==> config.mk <==
export PLATFORM = sky130hd
export DESIGN_NAME = cbt_bit_timing
export DESIGN_NICKNAME = d
export VERILOG_FILES = /design/src/shared/cbt_pkg.sv /design/src/design/cbt_tq_prescaler.sv /design/src/design/cbt_bit_timing.sv
export SDC_FILE = /design/constraint.sdc
export NUM_CORES = 1
export LEC_CHECK = 0
export BUFFER_PORTS_ARGS = -buffer_cell sky130_fd_sc_hd__buf_2
export CORE_MARGIN = 10
export CORE_UTILIZATION = 29
export DETAILED_ROUTE_END_ITERATION = 6
export GPL_TIMING_DRIVEN = 0
export PLACE_DENSITY = 0.45
export SYNTH_ARGS = -nofsm -noshare
export SYNTH_HDL_FRONTEND = slang
export SYNTH_SLANG_ARGS = --single-unit
==> constraint.sdc <==
create_clock -name ref_clk_i -period 5.1 [get_ports ref_clk_i]
set_input_delay 0.51 -clock ref_clk_i [delete_from_list [all_inputs] [get_ports ref_clk_i]]
set_output_delay 0.51 -clock ref_clk_i [all_outputs]
set_load 0.005 [all_outputs]
==> src/shared/cbt_pkg.sv <==
package cbt_pkg;

   // Field widths of the timing configuration, then the counter width; every field holds its value minus one.
   localparam int BRP_W   = 6;
   localparam int TSEG1_W = 4;
   localparam int TSEG2_W = 3;
   localparam int SJW_W   = 2;
   localparam int CNT_W   = 5;

   // Bus levels.
   localparam logic RECESSIVE = 1'b1;
   localparam logic DOMINANT  = 1'b0;

   // Reset values and the counter increment.
   localparam logic [CNT_W-1:0] CNT_ZERO = 5'h00;
   localparam logic [BRP_W-1:0] BRP_ZERO = 6'h00;
   localparam logic [CNT_W-1:0] CNT_ONE  = 5'h01;

   // Bit timing phases, counted from one sample point to the next.
   typedef enum logic [1:0]
   {
      PH_SYNC  = 2'b00,
      PH_TSEG1 = 2'b01,
      PH_TSEG2 = 2'b11
   } cbt_phase_type;

   typedef struct packed
   {
      logic [BRP_W-1:0]   brp;
      logic [TSEG1_W-1:0] tseg1;
      logic [TSEG2_W-1:0] tseg2;
      logic [SJW_W-1:0]   sjw;
   } cbt_cfg_type;

   typedef struct packed
   {
      logic sample_point;
      logic rx_bit;
      logic hard_sync;
      logic resync;
   } cbt_evt_type;

   // Turns a programmed field into its functional length in quanta.
   function automatic logic [CNT_W-1:0] cbt_plus_one(input logic [CNT_W-1:0] field);
      return field + CNT_ONE;
   endfunction

   // Limits a phase error magnitude to the jump width.
   function automatic logic [CNT_W-1:0] cbt_limit(input logic [CNT_W-1:0] err,
                                                  input logic [CNT_W-1:0] sjw_len);
      return (err < sjw_len) ? err : sjw_len;
   endfunction

endpackage

==> src/design/cbt_tq_prescaler.sv <==
`timescale 1ns/1ps
`default_nettype none

module cbt_tq_prescaler
   import cbt_pkg::*;
(
   // Clock and reset
   input  wire logic              ref_clk_i,
   input  wire logic              rst_n_i,
   // Control
   input  wire logic              run_i,
   input  wire logic [BRP_W-1:0]  brp_i,
   // Quantum strobe
   output logic                   tick_o
);

   typedef struct packed
   {
      logic [BRP_W-1:0] cnt;
      logic             tick;
   } cbt_psc_state_type;

   cbt_psc_state_type q;
   cbt_psc_state_type d;

   // The divider is held at zero while stopped so that the first quantum is a full one.
   always_comb
   begin
      d      = q;
      d.tick = 1'b0;
      if (!run_i)
      begin
         d.cnt = BRP_ZERO;
      end
      else if (q.cnt >= brp_i)
      begin
         d.cnt  = BRP_ZERO;
         d.tick = 1'b1;
      end
      else
      begin
         d.cnt = q.cnt + 6'h01;
      end
   end

   always_ff @(posedge ref_clk_i or negedge rst_n_i)
   begin
      if (!rst_n_i)
      begin
         q <= '0;
      end
      else
      begin
         q <= d;
      end
   end

   assign tick_o = q.tick;

endmodule

`default_nettype wire

==> src/design/cbt_bit_timing.sv <==
`timescale 1ns/1ps
`default_nettype none

// What this block does
// - Only recessive-to-dominant edges synchronise
// - Edge: previous sample recessive, quantum dominant
// - Phase error measured from end of sync, or to start of next sync for early edges
// - Hard sync at frame start, else resync
// - Hard sync restarts bit after sync
// - Late edge lengthens segment one, limited
// - Early edge shortens segment two, limited
// - Fully corrected early edge also skips next sync
// - One synchronisation between two sample points
// - Segment changes last for current bit
// - Bit counted from sample point onward
// - Covered spike moves sample past it
// - Sync segment fixed at one quantum
// - Jump width 1-4, segment one 1-16, segment two 1-8
// - Fields hold value minus one
// - No processing time after sample point
module cbt_bit_timing
   import cbt_pkg::*;
(
   // Clock and reset
   input  wire logic         ref_clk_i,
   input  wire logic         rst_n_i,
   // Configuration and control from the protocol engine
   input  wire logic         run_i,
   input  wire logic         hard_sync_en_i,
   input  wire cbt_cfg_type  cfg_i,
   // Receive pin from the transceiver
   input  wire logic         rx_i,
   // Timing events
   output cbt_evt_type       evt_o
);

   typedef struct packed
   {
      logic              rx_meta;
      logic              rx_sync;
      cbt_phase_type     phase;
      logic [CNT_W-1:0]  cnt;
      logic [CNT_W-1:0]  len1;
      logic [CNT_W-1:0]  len2;
      logic              samp;
      logic              synced;
      cbt_evt_type       evt;
   } cbt_btl_state_type;

   cbt_btl_state_type q;
   cbt_btl_state_type d;

   logic             tick;
   logic [CNT_W-1:0] nom1;
   logic [CNT_W-1:0] nom2;
   logic [CNT_W-1:0] sjw_len;
   logic             edge_seen;
   logic [CNT_W-1:0] err;
   logic [CNT_W-1:0] eff1;
   logic [CNT_W-1:0] eff2;

   cbt_tq_prescaler u_prescaler
   (
      .ref_clk_i (ref_clk_i),
      .rst_n_i   (rst_n_i),
      .run_i     (run_i),
      .brp_i     (cfg_i.brp),
      .tick_o    (tick)
   );

   assign nom1    = cbt_plus_one({1'b0, cfg_i.tseg1});
   assign nom2    = cbt_plus_one({2'b00, cfg_i.tseg2});
   assign sjw_len = cbt_plus_one({3'b000, cfg_i.sjw});

   assign edge_seen = (q.samp == RECESSIVE) && (q.rx_sync == DOMINANT) && !q.synced;

   always_comb
   begin
      d                  = q;
      d.rx_meta          = rx_i;
      d.rx_sync          = q.rx_meta;
      d.evt.sample_point = 1'b0;
      d.evt.hard_sync    = 1'b0;
      d.evt.resync       = 1'b0;
      err                = CNT_ZERO;
      eff1               = q.len1;
      eff2               = q.len2;
      if (!run_i)
      begin
         // Stopped: wait in sync with the bus taken as idle.
         d.phase  = PH_SYNC;
         d.cnt    = CNT_ZERO;
         d.len1   = nom1;
         d.len2   = nom2;
         d.samp   = RECESSIVE;
         d.synced = 1'b0;
      end
      else if (tick)
      begin
         if (edge_seen && hard_sync_en_i)
         begin
            // hard restart
            // The edge quantum becomes the sync segment, the next quantum starts segment one.
            d.phase         = PH_TSEG1;
            d.cnt           = CNT_ZERO;
            d.len1          = nom1;
            d.len2          = nom2;
            d.synced        = 1'b1;
            d.evt.hard_sync = 1'b1;
         end
         else
         begin
            unique case (q.phase)
               PH_SYNC:
               begin
                  // single quantum
                  // An edge here is synchronous and needs no correction.
                  d.phase = PH_TSEG1;
                  d.cnt   = CNT_ZERO;
                  if (edge_seen)
                  begin
                     d.synced = 1'b1;
                  end
               end
               PH_TSEG1:
               begin
                  if (edge_seen)
                  begin
                     err = q.cnt + CNT_ONE;
                     eff1         = q.len1 + cbt_limit(err, sjw_len);
                     d.len1       = eff1;
                     d.synced     = 1'b1;
                     d.evt.resync = 1'b1;
                  end
                  if (q.cnt + CNT_ONE >= eff1)
                  begin
                     d.samp             = q.rx_sync;
                     d.evt.rx_bit       = q.rx_sync;
                     d.evt.sample_point = 1'b1;
                     d.phase            = PH_TSEG2;
                     d.cnt              = CNT_ZERO;
                     d.synced           = 1'b0;
                     d.len1             = nom1;
                     d.len2             = nom2;
                  end
                  else
                  begin
                     d.cnt = q.cnt + CNT_ONE;
                  end
               end
               PH_TSEG2:
               begin
                  if (edge_seen)
                  begin
                     err = q.len2 - q.cnt;
                     eff2         = q.len2 - cbt_limit(err, sjw_len);
                     d.len2       = eff2;
                     d.synced     = 1'b1;
                     d.evt.resync = 1'b1;
                     // skip sync
                     // Shortening may reach zero; the edge quantum stands in for the sync segment.
                     // A partial correction ends segment two normally and keeps the sync quantum.
                     if (eff2 <= q.cnt)
                     begin
                        d.phase = PH_TSEG1;
                        d.cnt   = CNT_ZERO;
                     end
                     else if (q.cnt + CNT_ONE >= eff2)
                     begin
                        d.phase = PH_SYNC;
                        d.cnt   = CNT_ZERO;
                     end
                     else
                     begin
                        d.cnt = q.cnt + CNT_ONE;
                     end
                  end
                  else if (q.cnt + CNT_ONE >= q.len2)
                  begin
                     d.phase = PH_SYNC;
                     d.cnt   = CNT_ZERO;
                  end
                  else
                  begin
                     d.cnt = q.cnt + CNT_ONE;
                  end
               end
               default:
               begin
                  d.phase = PH_SYNC;
                  d.cnt   = CNT_ZERO;
               end
            endcase
         end
      end
   end

   always_ff @(posedge ref_clk_i or negedge rst_n_i)
   begin
      if (!rst_n_i)
      begin
         q            <= '0;
         q.rx_meta    <= RECESSIVE;
         q.rx_sync    <= RECESSIVE;
         q.phase      <= PH_SYNC;
         q.samp       <= RECESSIVE;
         q.evt.rx_bit <= RECESSIVE;
      end
      else
      begin
         q <= d;
      end
   end

   assign evt_o = q.evt;

   // Checks below watch this block's state together with run_i, hard_sync_en_i and the configuration.
   logic [1:0] syncs_q;

   always_ff @(posedge ref_clk_i or negedge rst_n_i)
   begin
      if (!rst_n_i)
      begin
         syncs_q <= 2'h0;
      end
      else if (q.evt.sample_point || !run_i)
      begin
         syncs_q <= 2'h0;
      end
      else if ((q.evt.hard_sync || q.evt.resync) && syncs_q != 2'h3)
      begin
         syncs_q <= syncs_q + 2'h1;
      end
   end
endmodule

`default_nettype wire

Yosys cells after proc, flatten, opt, wreduce, memory -nomap -nowiden:

Cells that the tools add are included.

* input port bits: 20
* register bits: 32
* word-level logic and storage cells: 96
* output and inout bits: 4

* equality and inequality tests: 13
* bitwise gates (word level): 2
* $lt $le $gt $ge: 7
* multiplexer cells: 39
* add/subtract/negate cells: 8
* reductions and logical operators: 13

Operator list (number)
* 2-to-1 mux 5 bit: 12
* 2-to-1 mux 23 bit: 1
* one-hot mux 7 bit (3 select lines): 1
* 2-to-1 mux 19 bit: 1
* 2-to-1 mux 17 bit: 1
* >= comparator 5 bit: 3
* 2-to-1 mux 14 bit: 1
* 2-to-1 mux 7 bit: 2
* 2-to-1 mux 6 bit: 2
* AND reduction 4 bit: 3
* < comparator 5 x 3 -> 1 bit: 2
* 2-to-1 mux 1 bit: 10
* 2-to-1 mux 2 bit: 5
* one-hot mux 5 bit (2 select lines): 1
* subtractor 5 bit: 2
* != test 4 bit, second input constant: 2
* adder 6 x 1 -> 6 bit, second input constant: 1
* >= comparator 6 bit: 1
* != test 2 x 1 -> 1 bit, second input constant: 3
* != test 6 bit, second input constant: 1
* adder 4 x 1 -> 5 bit, second input constant: 1
* adder 5 x 1 -> 5 bit, second input constant: 1
* adder 5 bit: 1
* less-or-equal comparator 5 bit: 1
* other kinds (18): 23

Logic depth before layout (Yosys ltp):

Gate-level depths: netlist of run 1.

* depth after elaboration: 15
* gate-level depth with buffers: 23
* mapped depth without buffers: 23

Hierarchy:

A second synthesis of run 1 with hierarchy kept.

* cells, all modules: 329
* area, all modules: 3164.3 sq um

By module, submodules not included
* cbt_bit_timing: instances 1, area each 2718.9 sq um, cells an instance 284, seq. area each 630.6 sq um
* cbt_tq_prescaler: instances 1, area each 445.4 sq um, cells an instance 45, seq. area each 175.2 sq um

Worst setup path after synthesis of run 1:

No wires, ideal clock.

* path kind: register -> register
* start point: register q[16] in the netlist's numbering
* end point: register q[22] in the netlist's numbering
* required time: 5021 ps
* setup time: 79 ps
* cell stages (with the launch flop): 23
* setup slack: 407 ps
* buffers on the path: 0
* data arrival time: 4613 ps
* clock period less this slack: 4693 ps
* path through: dfrtp_1 > ha_1 > inv_1 > fa_1 > ha_1 > a21o_1 > a21oi_1 > nand3_1 > mux2i_1 > ha_1 > fa_1 > inv_1 > a21o_1 > a21oi_1 > xnor2_1 > inv_1 > ha_1 > and3_1 > and3_1 > a211o_1 > or2_1 > o21ai_1 > mux2i_1

* longest elaborated chain between the ends: 12
* elaborated cells on any way between the ends: 27
* those cells by class: 4 x add/sub; 6 x order compare; 3 x eq/ne; 13 x mux; 1 x reduce/logical

Ends and longest elaborated chain
* from (decl): line cbt_bit_timing.sv:50 `cbt_btl_state_type q;`
* adder 5 x 1 -> 5 bit
* < comparator 5 x 3 -> 1 bit: line cbt_pkg.sv:51 `return (err < sjw_len) ? err : sjw_len;`
* 2-to-1 mux 5 bit: line cbt_pkg.sv:51
* adder 5 bit: line cbt_bit_timing.sv:130 `eff1 = q.len1 + cbt_limit(err, sjw_len);`
* 2-to-1 mux 5 bit
* 2-to-1 mux 5 bit: line cbt_bit_timing.sv:113 `unique case (q.phase)`
* 2-to-1 mux 5 bit: line cbt_bit_timing.sv:100 `if (edge_seen && hard_sync_en_i)`
* 2-to-1 mux 5 bit: line cbt_bit_timing.sv:98 `else if (tick)`
* 2-to-1 mux 5 bit: line cbt_bit_timing.sv:88 `if (!run_i)`
* >= comparator 5 bit: line cbt_bit_timing.sv:135 `if (q.cnt + CNT_ONE >= eff1)`
* != test 4 bit (no line)
* AND reduction 4 bit (no line)

Parallel ways exist; a longest one is shown, timed or not. The select of a mux whose other input is x is not followed.
A chain may end at the register's enable or synchronous reset.

Worst setup path after layout of run 1:

* start point: register q[6] in the netlist's numbering
* end point: register q[22] in the netlist's numbering

* longest elaborated chain between the ends: 11
* elaborated cells on any way between the ends: 16
* those cells by class: 2 x add/sub; 4 x order compare; 2 x eq/ne; 7 x mux; 1 x reduce/logical

Ends and longest elaborated chain
* subtractor 5 bit: line cbt_bit_timing.sv:155 `err = q.len2 - q.cnt;`
* < comparator 5 x 3 -> 1 bit: line cbt_pkg.sv:51
* 2-to-1 mux 5 bit: line cbt_pkg.sv:51
* subtractor 5 bit: line cbt_bit_timing.sv:156 `eff2 = q.len2 - cbt_limit(err, sjw_len);`
* less-or-equal comparator 5 bit: line cbt_bit_timing.sv:163 `if (eff2 <= q.cnt)`
* 2-to-1 mux 7 bit: line cbt_bit_timing.sv:163
* 2-to-1 mux 7 bit: line cbt_bit_timing.sv:153 `if (edge_seen)`
* one-hot mux 7 bit (3 select lines): line cbt_bit_timing.sv:113
* 2-to-1 mux 17 bit: line cbt_bit_timing.sv:100
* 2-to-1 mux 23 bit: line cbt_bit_timing.sv:98
* 2-to-1 mux 19 bit: line cbt_bit_timing.sv:88

Parallel ways exist; a longest one is shown, timed or not. The select of a mux whose other input is x is not followed.

==> results of run 1 <==
## area by class of cell
type	instances	area (µm²)
fill	1069	6750
multi-input combinational	252	2060
sequential	32	807
tap	136	170
timing repair buffer	28	153
inverter	39	146
clock buffer	8	100
buffer	7	42.5
## worst min-delay path by stage
stage | startpoint | endpoint | slack [ps] | depth (start not counted)
finish | rst_n_i | q[14]$_DFFE_PN0P_ | 300 | 1
CTS | rx_i | d[23]$_DFF_PN1_ | 310 | 1
global placement | d[23]$_DFF_PN1_ | q[23]$_DFF_PN1_ | 350 | 0
floorplan | rst_n_i | evt_o[0]$_DFF_PN0_ | 210 | 0
detailed placement | d[23]$_DFF_PN1_ | q[23]$_DFF_PN1_ | 350 | 0
global route | rx_i | d[23]$_DFF_PN1_ | 310 | 1
## repair_timing
item / CTS / global route
setup endpoints to repair: 12 / 14
pin swaps: 0 / 5
resized for setup: 3 / 9
buffers inserted: 2 / 3
## sequential cells by signal, indices dropped and copies added (netlist names)
name and count:
u_prescaler.tick_o 1, u_prescaler.q 6, d 1, q 20, evt_o 4
## per-stage QoR
stage	hold slack [ps]	cell area, µm²	power, µW	TNS, ps
after detailed placement	347	3290	736	-1460
after floorplan	214	3010	623	0
after CTS	308	3420	972	0
after global placement	347	3290	728	-1100
final	296	3480	985	0
after global routing	308	3480	1080	-3.49
## layer usage
layer  vias up  wire (µm)  track usage [%]
li1       1246          -                -
met1      1142       3540             12.8
met2        27       3620             18.5
met3         8        177             1.94
met4         0        100             3.06
met5         -          0                0
## critical path, delay by kind of cell, from the launching register on
family | cells | cell delay [ps]
flip-flops | 1 | 400
adder cells (fa/ha/maj) | 6 | 1690
buffers and inverters | 4 | 250
XOR/XNOR | 1 | 140
AND/OR/NAND/NOR | 3 | 610
multiplexers | 2 | 430
AO/OA/AOI/OAI | 7 | 1220
## power breakdown
part | internal [µW] | switching [µW]
combinational | 217 | 249
sequential | 273 | 22.6
clock | 123 | 101
total | 613 | 372
## cell usage in the layout (no fill, tap or decap), drive strengths merged, types with 3 or more instances in the layout
cell	count
o21ai	17
dfrtp	28
nand3	14
a31oi	4
inv	39
nor2	22
o21a	3
mux2	5
a21o	12
mux2i	8
ha	51
fa	3
o221ai	4
nand2	25
and3	3
xnor2	13
xor2	7
dfstp	4
a21oi	18
buf	33
clkbuf	10
## cells by family (layout without fill, tap and decap cells)
kind of cell,count (synthesis),after routing
AND/OR/NAND/NOR,82,82
XOR/XNOR,20,20
flip-flops,32,32
buffers and inverters,46,82
other,2,2
AO/OA/AOI/OAI,81,81
adder cells (fa/ha/maj),54,54
multiplexers,13,13
==> metrics.md, run 1 <==
| Metric | Value |
|---|---|
| Status | finished, final reports clean |
| Slew Viols, Final | 0 |
| Largest stage delay on the critical path | about 500 ps |
| Post-synthesis xor/xnor area fraction | 5.82% |
| Final Setup Violations | 0 |
| Largest net degree at the start of global routing | 33 |
| Pre-CTS setup slack | -311 ps |
| Post-synthesis mux area share | under 10% |
| Worst VDD drop | roughly 0.00011 V |
| CP Capture Type | flop |
| Num CTS Buffers | 5 |
| # rows | 37 |
| Setup Crit Path Kind | flop to flop |
| Max cap viols | 0 |
| CP Cell Sequence | inv_1, ha_1, inv_1, fa_1, ha_1, a21o_1, a21oi_1, nand3_2, mux2i_2, ha_2, fa_2, inv_1, a21o_1, a21oi_2, xnor2_2, inv_1, ha_1, and3_4, o21ai_0, a211o_1, or2_4, o21ai_2, mux2i_1 |
| Routed WL per cell | ~15 µm |
| CP Capture Point | q[22]$_DFFE_PN0P_ |
| Post-Syn Area | approximately 3000 µm² |
| CTS Buffer Depth | 2 |
| First-pass GRT wire length | approximately 13 mm |
| Vias per cell | around 4.8 |
| Pre-antenna DRT Iters | 4 |
| Layout Nets | around 440 |
| Drt drc | 0 |
| Slew @ Worst Pin | ~770 ps |
| R2R setup slack | around 260 ps |
| Ant diodes | 0 |
| Initial antenna violation count | 0 |
| Leakage power total | around 0.0017 µW |
| Total gr overflow | 0 |
| Share of cells above drive strength 1 | 19.4% |
| Crit path launch type | flop |
| GPL Wtd Cong | around 0.79 |
| Port Buffers | 23 |
| Synth Area in Adders | between 20% and 30% |
| Post-Synth Simple-Gate Area | between 10% and 20% |
| Worst setup margin | approximately 260 ps |
| Io pins | 24 |
| Critical R2R Launch | q[6]$_DFFE_PN0P_ |
| Cts hold-fix bufs | 0 |
| ANT nets after route | 0 |
| Die Width | 122 µm |
| Final hold vios | 0 |
| Clock Skews | slightly below 7 ps |
| Synth top area share | around a quarter |
| Most frequent cell after synthesis | ha_1 |
| CTS sink cnt | 32 |
| FMAX | about 0.21 GHz |
| Most used DFF post-synth | dfrtp_1 |
| DP HPWL | slightly below 6 mm |
| Max_slew headroom | a little under 50% |
| Post-layout util | approximately 34% |
| Mean Syn Cell Area | slightly above 9 µm² |
| Ys async rst share | 100% |
| Vias in the first global route | roughly 2.6k |
| Die height | 122 µm |
| Crit path from | q[6]$_DFFE_PN0P_ |
| CTS tree | built |
| CTS Root Cell | clkbuf_8 |
| Reg-to-Reg End | q[22]$_DFFE_PN0P_ |
| Synth top cells by count | ha_1 (51), inv_1 (39), dfrtp_1 (28) |
| Core region area | 10200 µm² |
| Layout area overhead | 15.6% |
| RSZ-0062 raised after global routing | true |
| Final period utilization | ~95% |
| Largest family of logic cells by synthesized area | adder cells |
| Cell count after synthesis | between 300 and 400 |
| Most Frequent Cell on Critical Path | inv_1 |
| Placed instance count | around 500 |
| Die area | between 10000 and 15000 µm² |
| Worst-path clk slew | 70 ps |
| Critical Path AT | 5040 ps |
| Hold/Removal Path Class | input pin to async pin |
| Share of the yosys chip area belonging to registers | approximately 27% |
| Vias | between 2k and 2.5k |
| Non-filler cells, final | about 500 |
| Ranking of synthesized cells by area | dfrtp_1 (23%), ha_1 (21%), inv_1 (4.9%) |
| Minimum clock period | between 4000 and 5000 ps |
| Synth Area in Compound Gates | 19.5% |
| Initial Utilization | 29.4% |
| P per Cell Area | approximately 280 nW/µm² |
| Post-synth EDFFs | 0 |
| Yosys top cell by area | dfrtp_1 |
| Synth cell types | 60 |
| Synth warn | 0 |
| Skew-Pair Late Insertion Delay | around 280 ps |
| GR Util All Layers | 10.6% |
| Reg2reg path depth | 23 |
| Iteration-0 DRC Markers | approximately 100 |
| Critical Path RT | 5300 ps |
| Final wirelength | approximately 7.4 mm |
| Slowest CP cell | fa_1 |
| Htree depth | 2 |
| Crit-path max FO | 4 |
| Syn nets | between 400 and 500 |
| Yosys reg bits | 32 |
Power figures use the tool's default switching activity.
==> inputs of run 2 (changes only) <==
--- a/config.mk
+++ b/config.mk
@@ -10,7 +10,8 @@
 export CORE_UTILIZATION = 29
 export DETAILED_ROUTE_END_ITERATION = 6
 export GPL_TIMING_DRIVEN = 0
-export PLACE_DENSITY = 0.45
+export PLACE_DENSITY = 0.44
 export SYNTH_ARGS = -nofsm -noshare
 export SYNTH_HDL_FRONTEND = slang
+export SYNTH_HIERARCHICAL = 1
 export SYNTH_SLANG_ARGS = --single-unit
==> metrics.md, run 2 <==
| Metric | Value |
|---|---|
| Status | finished, final reports clean |
| Skew-Pair Late Insertion Delay | 280 ps |
| Commonest cells after routing, fill and taps aside | ha_1 (48), inv_1 (32), dfrtp_1 (27) |
| Initial antenna violation count | 0 |
| CP Capture Type | flop |
| Critical Path RT | about 5300 ps |
| GPL Wtd Cong | 0.781 |
| Yosys top cell by area | dfrtp_1 |
| FMAX | slightly above 0.2 GHz |
| Slew @ Worst Pin | approximately 760 ps |
| Htree depth | 2 |
| Synth warn | 6 |
| Sw frac | roughly 37% |
| Pre-antenna DRT Iters | 4 |
| Largest net degree at the start of global routing | 33 |
| Worst VDD drop | 0.000103 V |
| Fillcell total | between 1k and 1.5k |
| Vias | ~2.4k |
| Worst setup margin | roughly 260 ps |
| CTS tree | built |
| Syn nets | between 400 and 500 |
| Synth cell types | 65 |
| Net Switching | between 300 and 400 µW |
| Reg power frac | 30.9% |
| Die height | roughly 120 µm |
| Hold/Removal Path Class | input pin to async pin |
| Routed WL per cell | roughly 15 µm |
| Num CTS Buffers | 5 |
| R2R setup slack | about 260 ps |
| Yosys reg bits | 32 |
| Vias in the first global route | between 2k and 2.5k |
| Area of the multi-input gates | around 2200 µm² |
| Pre-CTS setup slack | -207 ps |
| Vias per cell | roughly 4.7 |
| Tightest hold margin | between 200 and 300 ps |
| Final wirelength | around 7.5 mm |
| CTS Buffer Depth | 2 |
| Crit-path max FO | 4 |
| Post-layout util | about a third |
| Post-Syn Area | 3160 µm² |
| Max cap viols | 0 |
| Ys async rst share | 100% |
| FF/Latch Area | between 800 and 900 µm² |
| Core region area | approximately 11000 µm² |
| Clock power frac | about 22% |
| Synth top cells by count | ha_1 (51), inv_1 (32), dfrtp_1 (28) |
| Initial Utilization | 29.4% |
| Reg with most FFs | q |
| Cts hold-fix bufs | 0 |
| Io pins | 24 |
| # rows | 38 |
| Comb pwr share | 47.4% |
| Port Buffers | 23 |
| Commonest non-fill, non-tap cell in the layout | ha_1 |
| Mean Syn Cell Area | 9.62 µm² |
| Worst-path clk slew | 70 ps |
| Critical Path AT | 5010 ps |
| Most used DFF post-synth | dfrtp_1 |
| Clock Skews | about 4.0 ps |
| Share of the yosys chip area belonging to registers | between 20% and 30% |
| Final period utilization | 94.9% |
| Die Width | 124 µm |
| Minimum clock period | between 4000 and 5000 ps |
| Iteration-0 DRC Markers | between 70 and 80 |
| Ranking of synthesized cells by area | dfrtp_1 (22%), ha_1 (20%), inv_1 (3.8%) |
| ANT nets after route | 0 |
| Layout area overhead | 16.1% |
| Post-synth EDFFs | 0 |
| Max_slew headroom | 49.2% |
| CTS Root Cell | clkbuf_8 |
| RSZ-0062 raised after global routing | false |
| First-pass GRT wire length | roughly 13 mm |
| Slew Viols, Final | 0 |
| Drt drc | 0 |
| Crit path from | q[6]$_DFFE_PN0P_ |
| GR Util All Layers | 9.69% |
| Die area | about 15000 µm² |
| Synth top area share | 22.1% |
| Largest register FFs | 20 |
| Critical R2R Launch | q[6]$_DFFE_PN0P_ |
| CTS sink cnt | 32 |
| Cell count after synthesis | ~330 |
| Crit path launch type | flop |
| Layout Nets | 440 |
| Ant diodes | 0 |
| DP HPWL | between 5 and 6 mm |
| Final Setup Violations | 0 |
| P per Cell Area | roughly 260 nW/µm² |
| Final hold vios | 0 |
| Setup Crit Path Kind | flop to flop |
| Share of cells above drive strength 1 | ~28% |
| Internal power | about 590 µW |
| Total gr overflow | 0 |
| Most frequent cell after synthesis | ha_1 |
| Leakage power total | about 0.0018 µW |
| Total Power Consumption | roughly 950 µW |
==> run 2: layout make-up <==
cell class | instances | share of cell area (%)
sequential | 32 | 22.0
clock buffer | 8 | 2.45
buffer | 11 | 2.15
multi-input combinational | 254 | 60.8
timing repair buffer | 30 | 4.57
tap | 140 | 4.77
inverter | 32 | 3.27
==> run 2: logic make-up (layout without fill, tap and decap cells) <==
kind of cell,after synthesis,count (layout),synth area share (%)
AO/OA/AOI/OAI,73,73,16.3
XOR/XNOR,19,19,5.26
adder cells (fa/ha/maj),54,54,22.1
buffers and inverters,43,81,6.29
flip-flops,32,32,25.5
multiplexers,23,23,8.86
other,2,2,0.237
AND/OR/NAND/NOR,83,83,15.6
==> run 2: power by group through the flow <==
stage | logic [µW] | clock network (µW) | registers [µW]
floorplan | 309 | 0 | 292
global placement | 400 | 0 | 298
detailed placement | 407 | 0 | 298
CTS | 413 | 215 | 293
global route | 507 | 229 | 297
finish | 449 | 206 | 293
==> run 2: repair_timing <==
action / 4_1_cts / 5_1_grt
pin swaps: 2 / 7
endpoints found under the hold margin: 0 / 0
setup endpoints to repair: 7 / 16
resized for setup: 2 / 15
setup buffers: 1 / 6
==> run 2: metrics by stage <==
| stage | cell area, µm² | TNS (ps) | cells |
|---|---|---|---|
| 6_report | 3670 | 0 | 507 |
| 3_5_place_dp | 3450 | -897 | 492 |
| 4_1_cts | 3560 | 0 | 501 |
| 3_3_place_gp | 3450 | -945 | 492 |
| 2_1_floorplan | 3160 | 0 | 329 |
| 5_1_grt | 3670 | 0 | 507 |
==> run 2: worst paths after layout <==
| path | depth (start not counted) | to |
|---|---|---|
| worst min register to register | 0 | q[23]$_DFF_PN1_ |
| min in group ref_clk_i | 1 | d[23]$_DFF_PN1_ |
| worst max-delay path | 23 | q[16]$_DFFE_PN0N_ |
| max in group asynchronous | 1 | q[16]$_DFFE_PN0N_ |
| worst min-delay path | 1 | q[4]$_DFFE_PN0P_ |
| worst max register to register | 23 | q[16]$_DFFE_PN0N_ |
==> run 2: layer usage <==
layer  global-route usage (%)  routed length, µm  share of wire [%]
met5                        0                  0                  0
met4                     2.06                 55               0.74
met3                     1.91                178                2.4
met2                     15.9               3500                 47
met1                     12.7               3740                 50
==> run 2: critical path, cell delays in order (launching register included) <==
cell and delay [ps]:
dfrtp_1 400, inv_1 100, ha_1 140, inv_1 60, fa_1 480, ha_1 300, a21o_1 160, a21oi_2 140
nand3_2 140, mux2i_1 220, ha_2 220, fa_2 210, inv_1 40, a21o_1 180, a21oi_2 170, xnor2_2 140
inv_1 90, ha_4 270, and3_4 190, and3_4 200, a211oi_2 50, a221oi_2 390, nor3_2 140, mux2_2 280
==> inputs of run 3 (changes only) <==
--- a/config.mk
+++ b/config.mk
@@ -11,6 +11,7 @@
 export DETAILED_ROUTE_END_ITERATION = 6
 export GPL_TIMING_DRIVEN = 0
 export PLACE_DENSITY = 0.44
+export RECOVER_POWER = 100
 export SYNTH_ARGS = -nofsm -noshare
 export SYNTH_HDL_FRONTEND = slang
 export SYNTH_HIERARCHICAL = 1
==> constraint.sdc (replaced) <==
create_clock -name ref_clk_i -period 5.1 [get_ports ref_clk_i]
set_input_delay 1.02 -clock ref_clk_i [delete_from_list [all_inputs] [get_ports ref_clk_i]]
set_output_delay 1.02 -clock ref_clk_i [all_outputs]
set_load 0.005 [all_outputs]
==> metrics.md, run 3 (synthesis results as in run 2) <==
| Metric | Value |
|---|---|
| Status | complete, but fails checks |
| Violated checks | capacitance limit, slew limit |
| Commonest cells after routing, fill and taps aside | ha_1 (48), inv_1 (32), dfrtp_1 (27) |
| Port Buffers | 23 |
| Slew Viols, Final | 33 |
| Total gr overflow | 0 |
| Comb pwr share | between 40% and 50% |
| Commonest non-fill, non-tap cell in the layout | ha_1 |
| GR Util All Layers | 9.72% |
| Ant diodes | 0 |
| Htree depth | 2 |
| Max_slew headroom | -21.0% |
| GPL Wtd Cong | a little under 0.8 |
| Pre-CTS setup slack | -405 ps |
| Layout Nets | between 400 and 500 |
| Non-filler cells, final | slightly above 500 |
| Max cap viols | 1 |
| Setup Crit Path Kind | input pin to flop |
| DP HPWL | roughly 6 mm |
| Drt drc | 0 |
| ANT nets after route | 0 |
| Crit path launch type | input pin |
| Skew-Pair Late Insertion Delay | ~280 ps |
| Io pins | 24 |
| Iteration-0 DRC Markers | 57 |
| Final wirelength | around 7.6 mm |
| Net Switching | 366 µW |
| Reg with most FFs | q |
| First-pass GRT wire length | roughly 13 mm |
| Internal power | 602 µW |
| Post-layout util | between 30% and 40% |
| Final hold vios | 0 |
| Critical Path AT | 5110 ps |
| Largest net degree at the start of global routing | 33 |
| Critical Path RT | approximately 5300 ps |
| CTS tree | built |
| CP Capture Type | flop |
| Placed instance count | around 490 |
| CTS Root Cell | clkbuf_8 |
| Final period utilization | around 96% |
| Num CTS Buffers | 5 |
| Reg power frac | ~30% |
| FMAX | roughly 0.2 GHz |
| Minimum clock period | just under 5000 ps |
| Layout area overhead | 16.8% |
| # rows | 38 |
| Crit-path max FO | 4 |
| P per Cell Area | between 200 and 300 nW/µm² |
| Worst setup margin | approximately 210 ps |
| Clock Skews | between 4 and 5 ps |
| Hold/Removal Path Class | flop to flop |
| Initial antenna violation count | 0 |
| Core region area | between 10000 and 15000 µm² |
| Leakage power total | 0.00178 µW |
| Vias per cell | approximately 4.7 |
| RSZ-0062 raised after global routing | true |
| Slew @ Worst Pin | approximately 1800 ps |
| Worst VDD drop | roughly 0.00010 V |
| Final Setup Violations | 0 |
| CTS sink cnt | 32 |
| Worst-path clk slew | roughly 70 ps |
| Largest register FFs | 20 |
| Pre-antenna DRT Iters | 4 |
| Die height | around 120 µm |
| Total Power Consumption | just under 1000 µW |
| CTS Buffer Depth | 2 |
| Initial Utilization | 29.4% |
| Sw frac | between 30% and 40% |
| Die area | 15500 µm² |
| Share of cells above drive strength 1 | 26.0% |
| Vias in the first global route | 2465 |
| Die Width | around 120 µm |
| Vias | 2383 |
| Routed WL per cell | about 15 µm |
| Clock power frac | 21.3% |
==> run 3: path summary, 6_finish.rpt <==
check / from / to / slack, ps / depth (start not counted)
setup / recovery: cfg_i[0] / q[16]$_DFFE_PN0N_ / 210 / 21
hold / removal: d[23]$_DFF_PN1_ / q[23]$_DFF_PN1_ / 360 / 0
setup reg to reg: q[6]$_DFFE_PN0P_ / q[16]$_DFFE_PN0N_ / 260 / 23
hold reg to reg: d[23]$_DFF_PN1_ / q[23]$_DFF_PN1_ / 360 / 0
max in group asynchronous: rst_n_i / q[16]$_DFFE_PN0N_ / 2700 / 1
min in group asynchronous: rst_n_i / q[4]$_DFFE_PN0P_ / 1220 / 1
==> run 3: per-stage QoR <==
step | hold WS, ps | setup TNS, ps | area, µm²
after floorplan | 345 | 0 | 3160
after global routing | 366 | -34.4 | 3700
after CTS | 360 | 0 | 3580
after detailed placement | 349 | -6270 | 3450
after global placement | 347 | -6590 | 3450
final | 358 | 0 | 3700
==> run 3: metal layers <==
layer	up-vias	share of wire, %	global-route usage [%]
li1	1236	-	-
met1	1120	49	12.8
met2	22	47	15.9
met3	5	2.2	1.91
met4	0	0.83	2.06
met5	-	0	0
==> run 3: area by class of cell <==
| cell class | instances | area (µm²) |
|---|---|---|
| multi-input combinational | 254 | 2250 |
| clock buffer | 8 | 90.1 |
| buffer | 11 | 78.8 |
| timing repair buffer | 32 | 176 |
| tap | 140 | 175 |
| inverter | 32 | 120 |
| sequential | 32 | 807 |
| fill | 1149 | 7050 |
==> run 3: power groups by stage <==
stage	registers (µW)	clock network, µW	logic (µW)
floorplan	292	0	309
global placement	298	0	400
detailed placement	298	0	407
CTS	293	215	420
global route	297	229	529
finish	293	206	469
==> run 3: critical path, stage by stage <==
cell	delay, ps
buf_2	140
ha_4	280
inv_1	50
ha_1	280
a21boi_0	110
o21ai_0	150
nand3_1	150
mux2i_1	160
ha_1	210
fa_1	400
a21oi_1	140
nor2b_1	60
o21ai_1	190
xor2_1	250
ha_1	310
a21oi_2	160
inv_1	100
a31oi_4	230
a221oi_2	140
nor3_2	340
mux2_2	220
==> run 3: what timing repair did <==
action,in CTS,in global routing
pin swaps,4,12
hold buffers,0,0
resized for setup,5,16
setup endpoints to repair,15,19
setup buffers,2,7
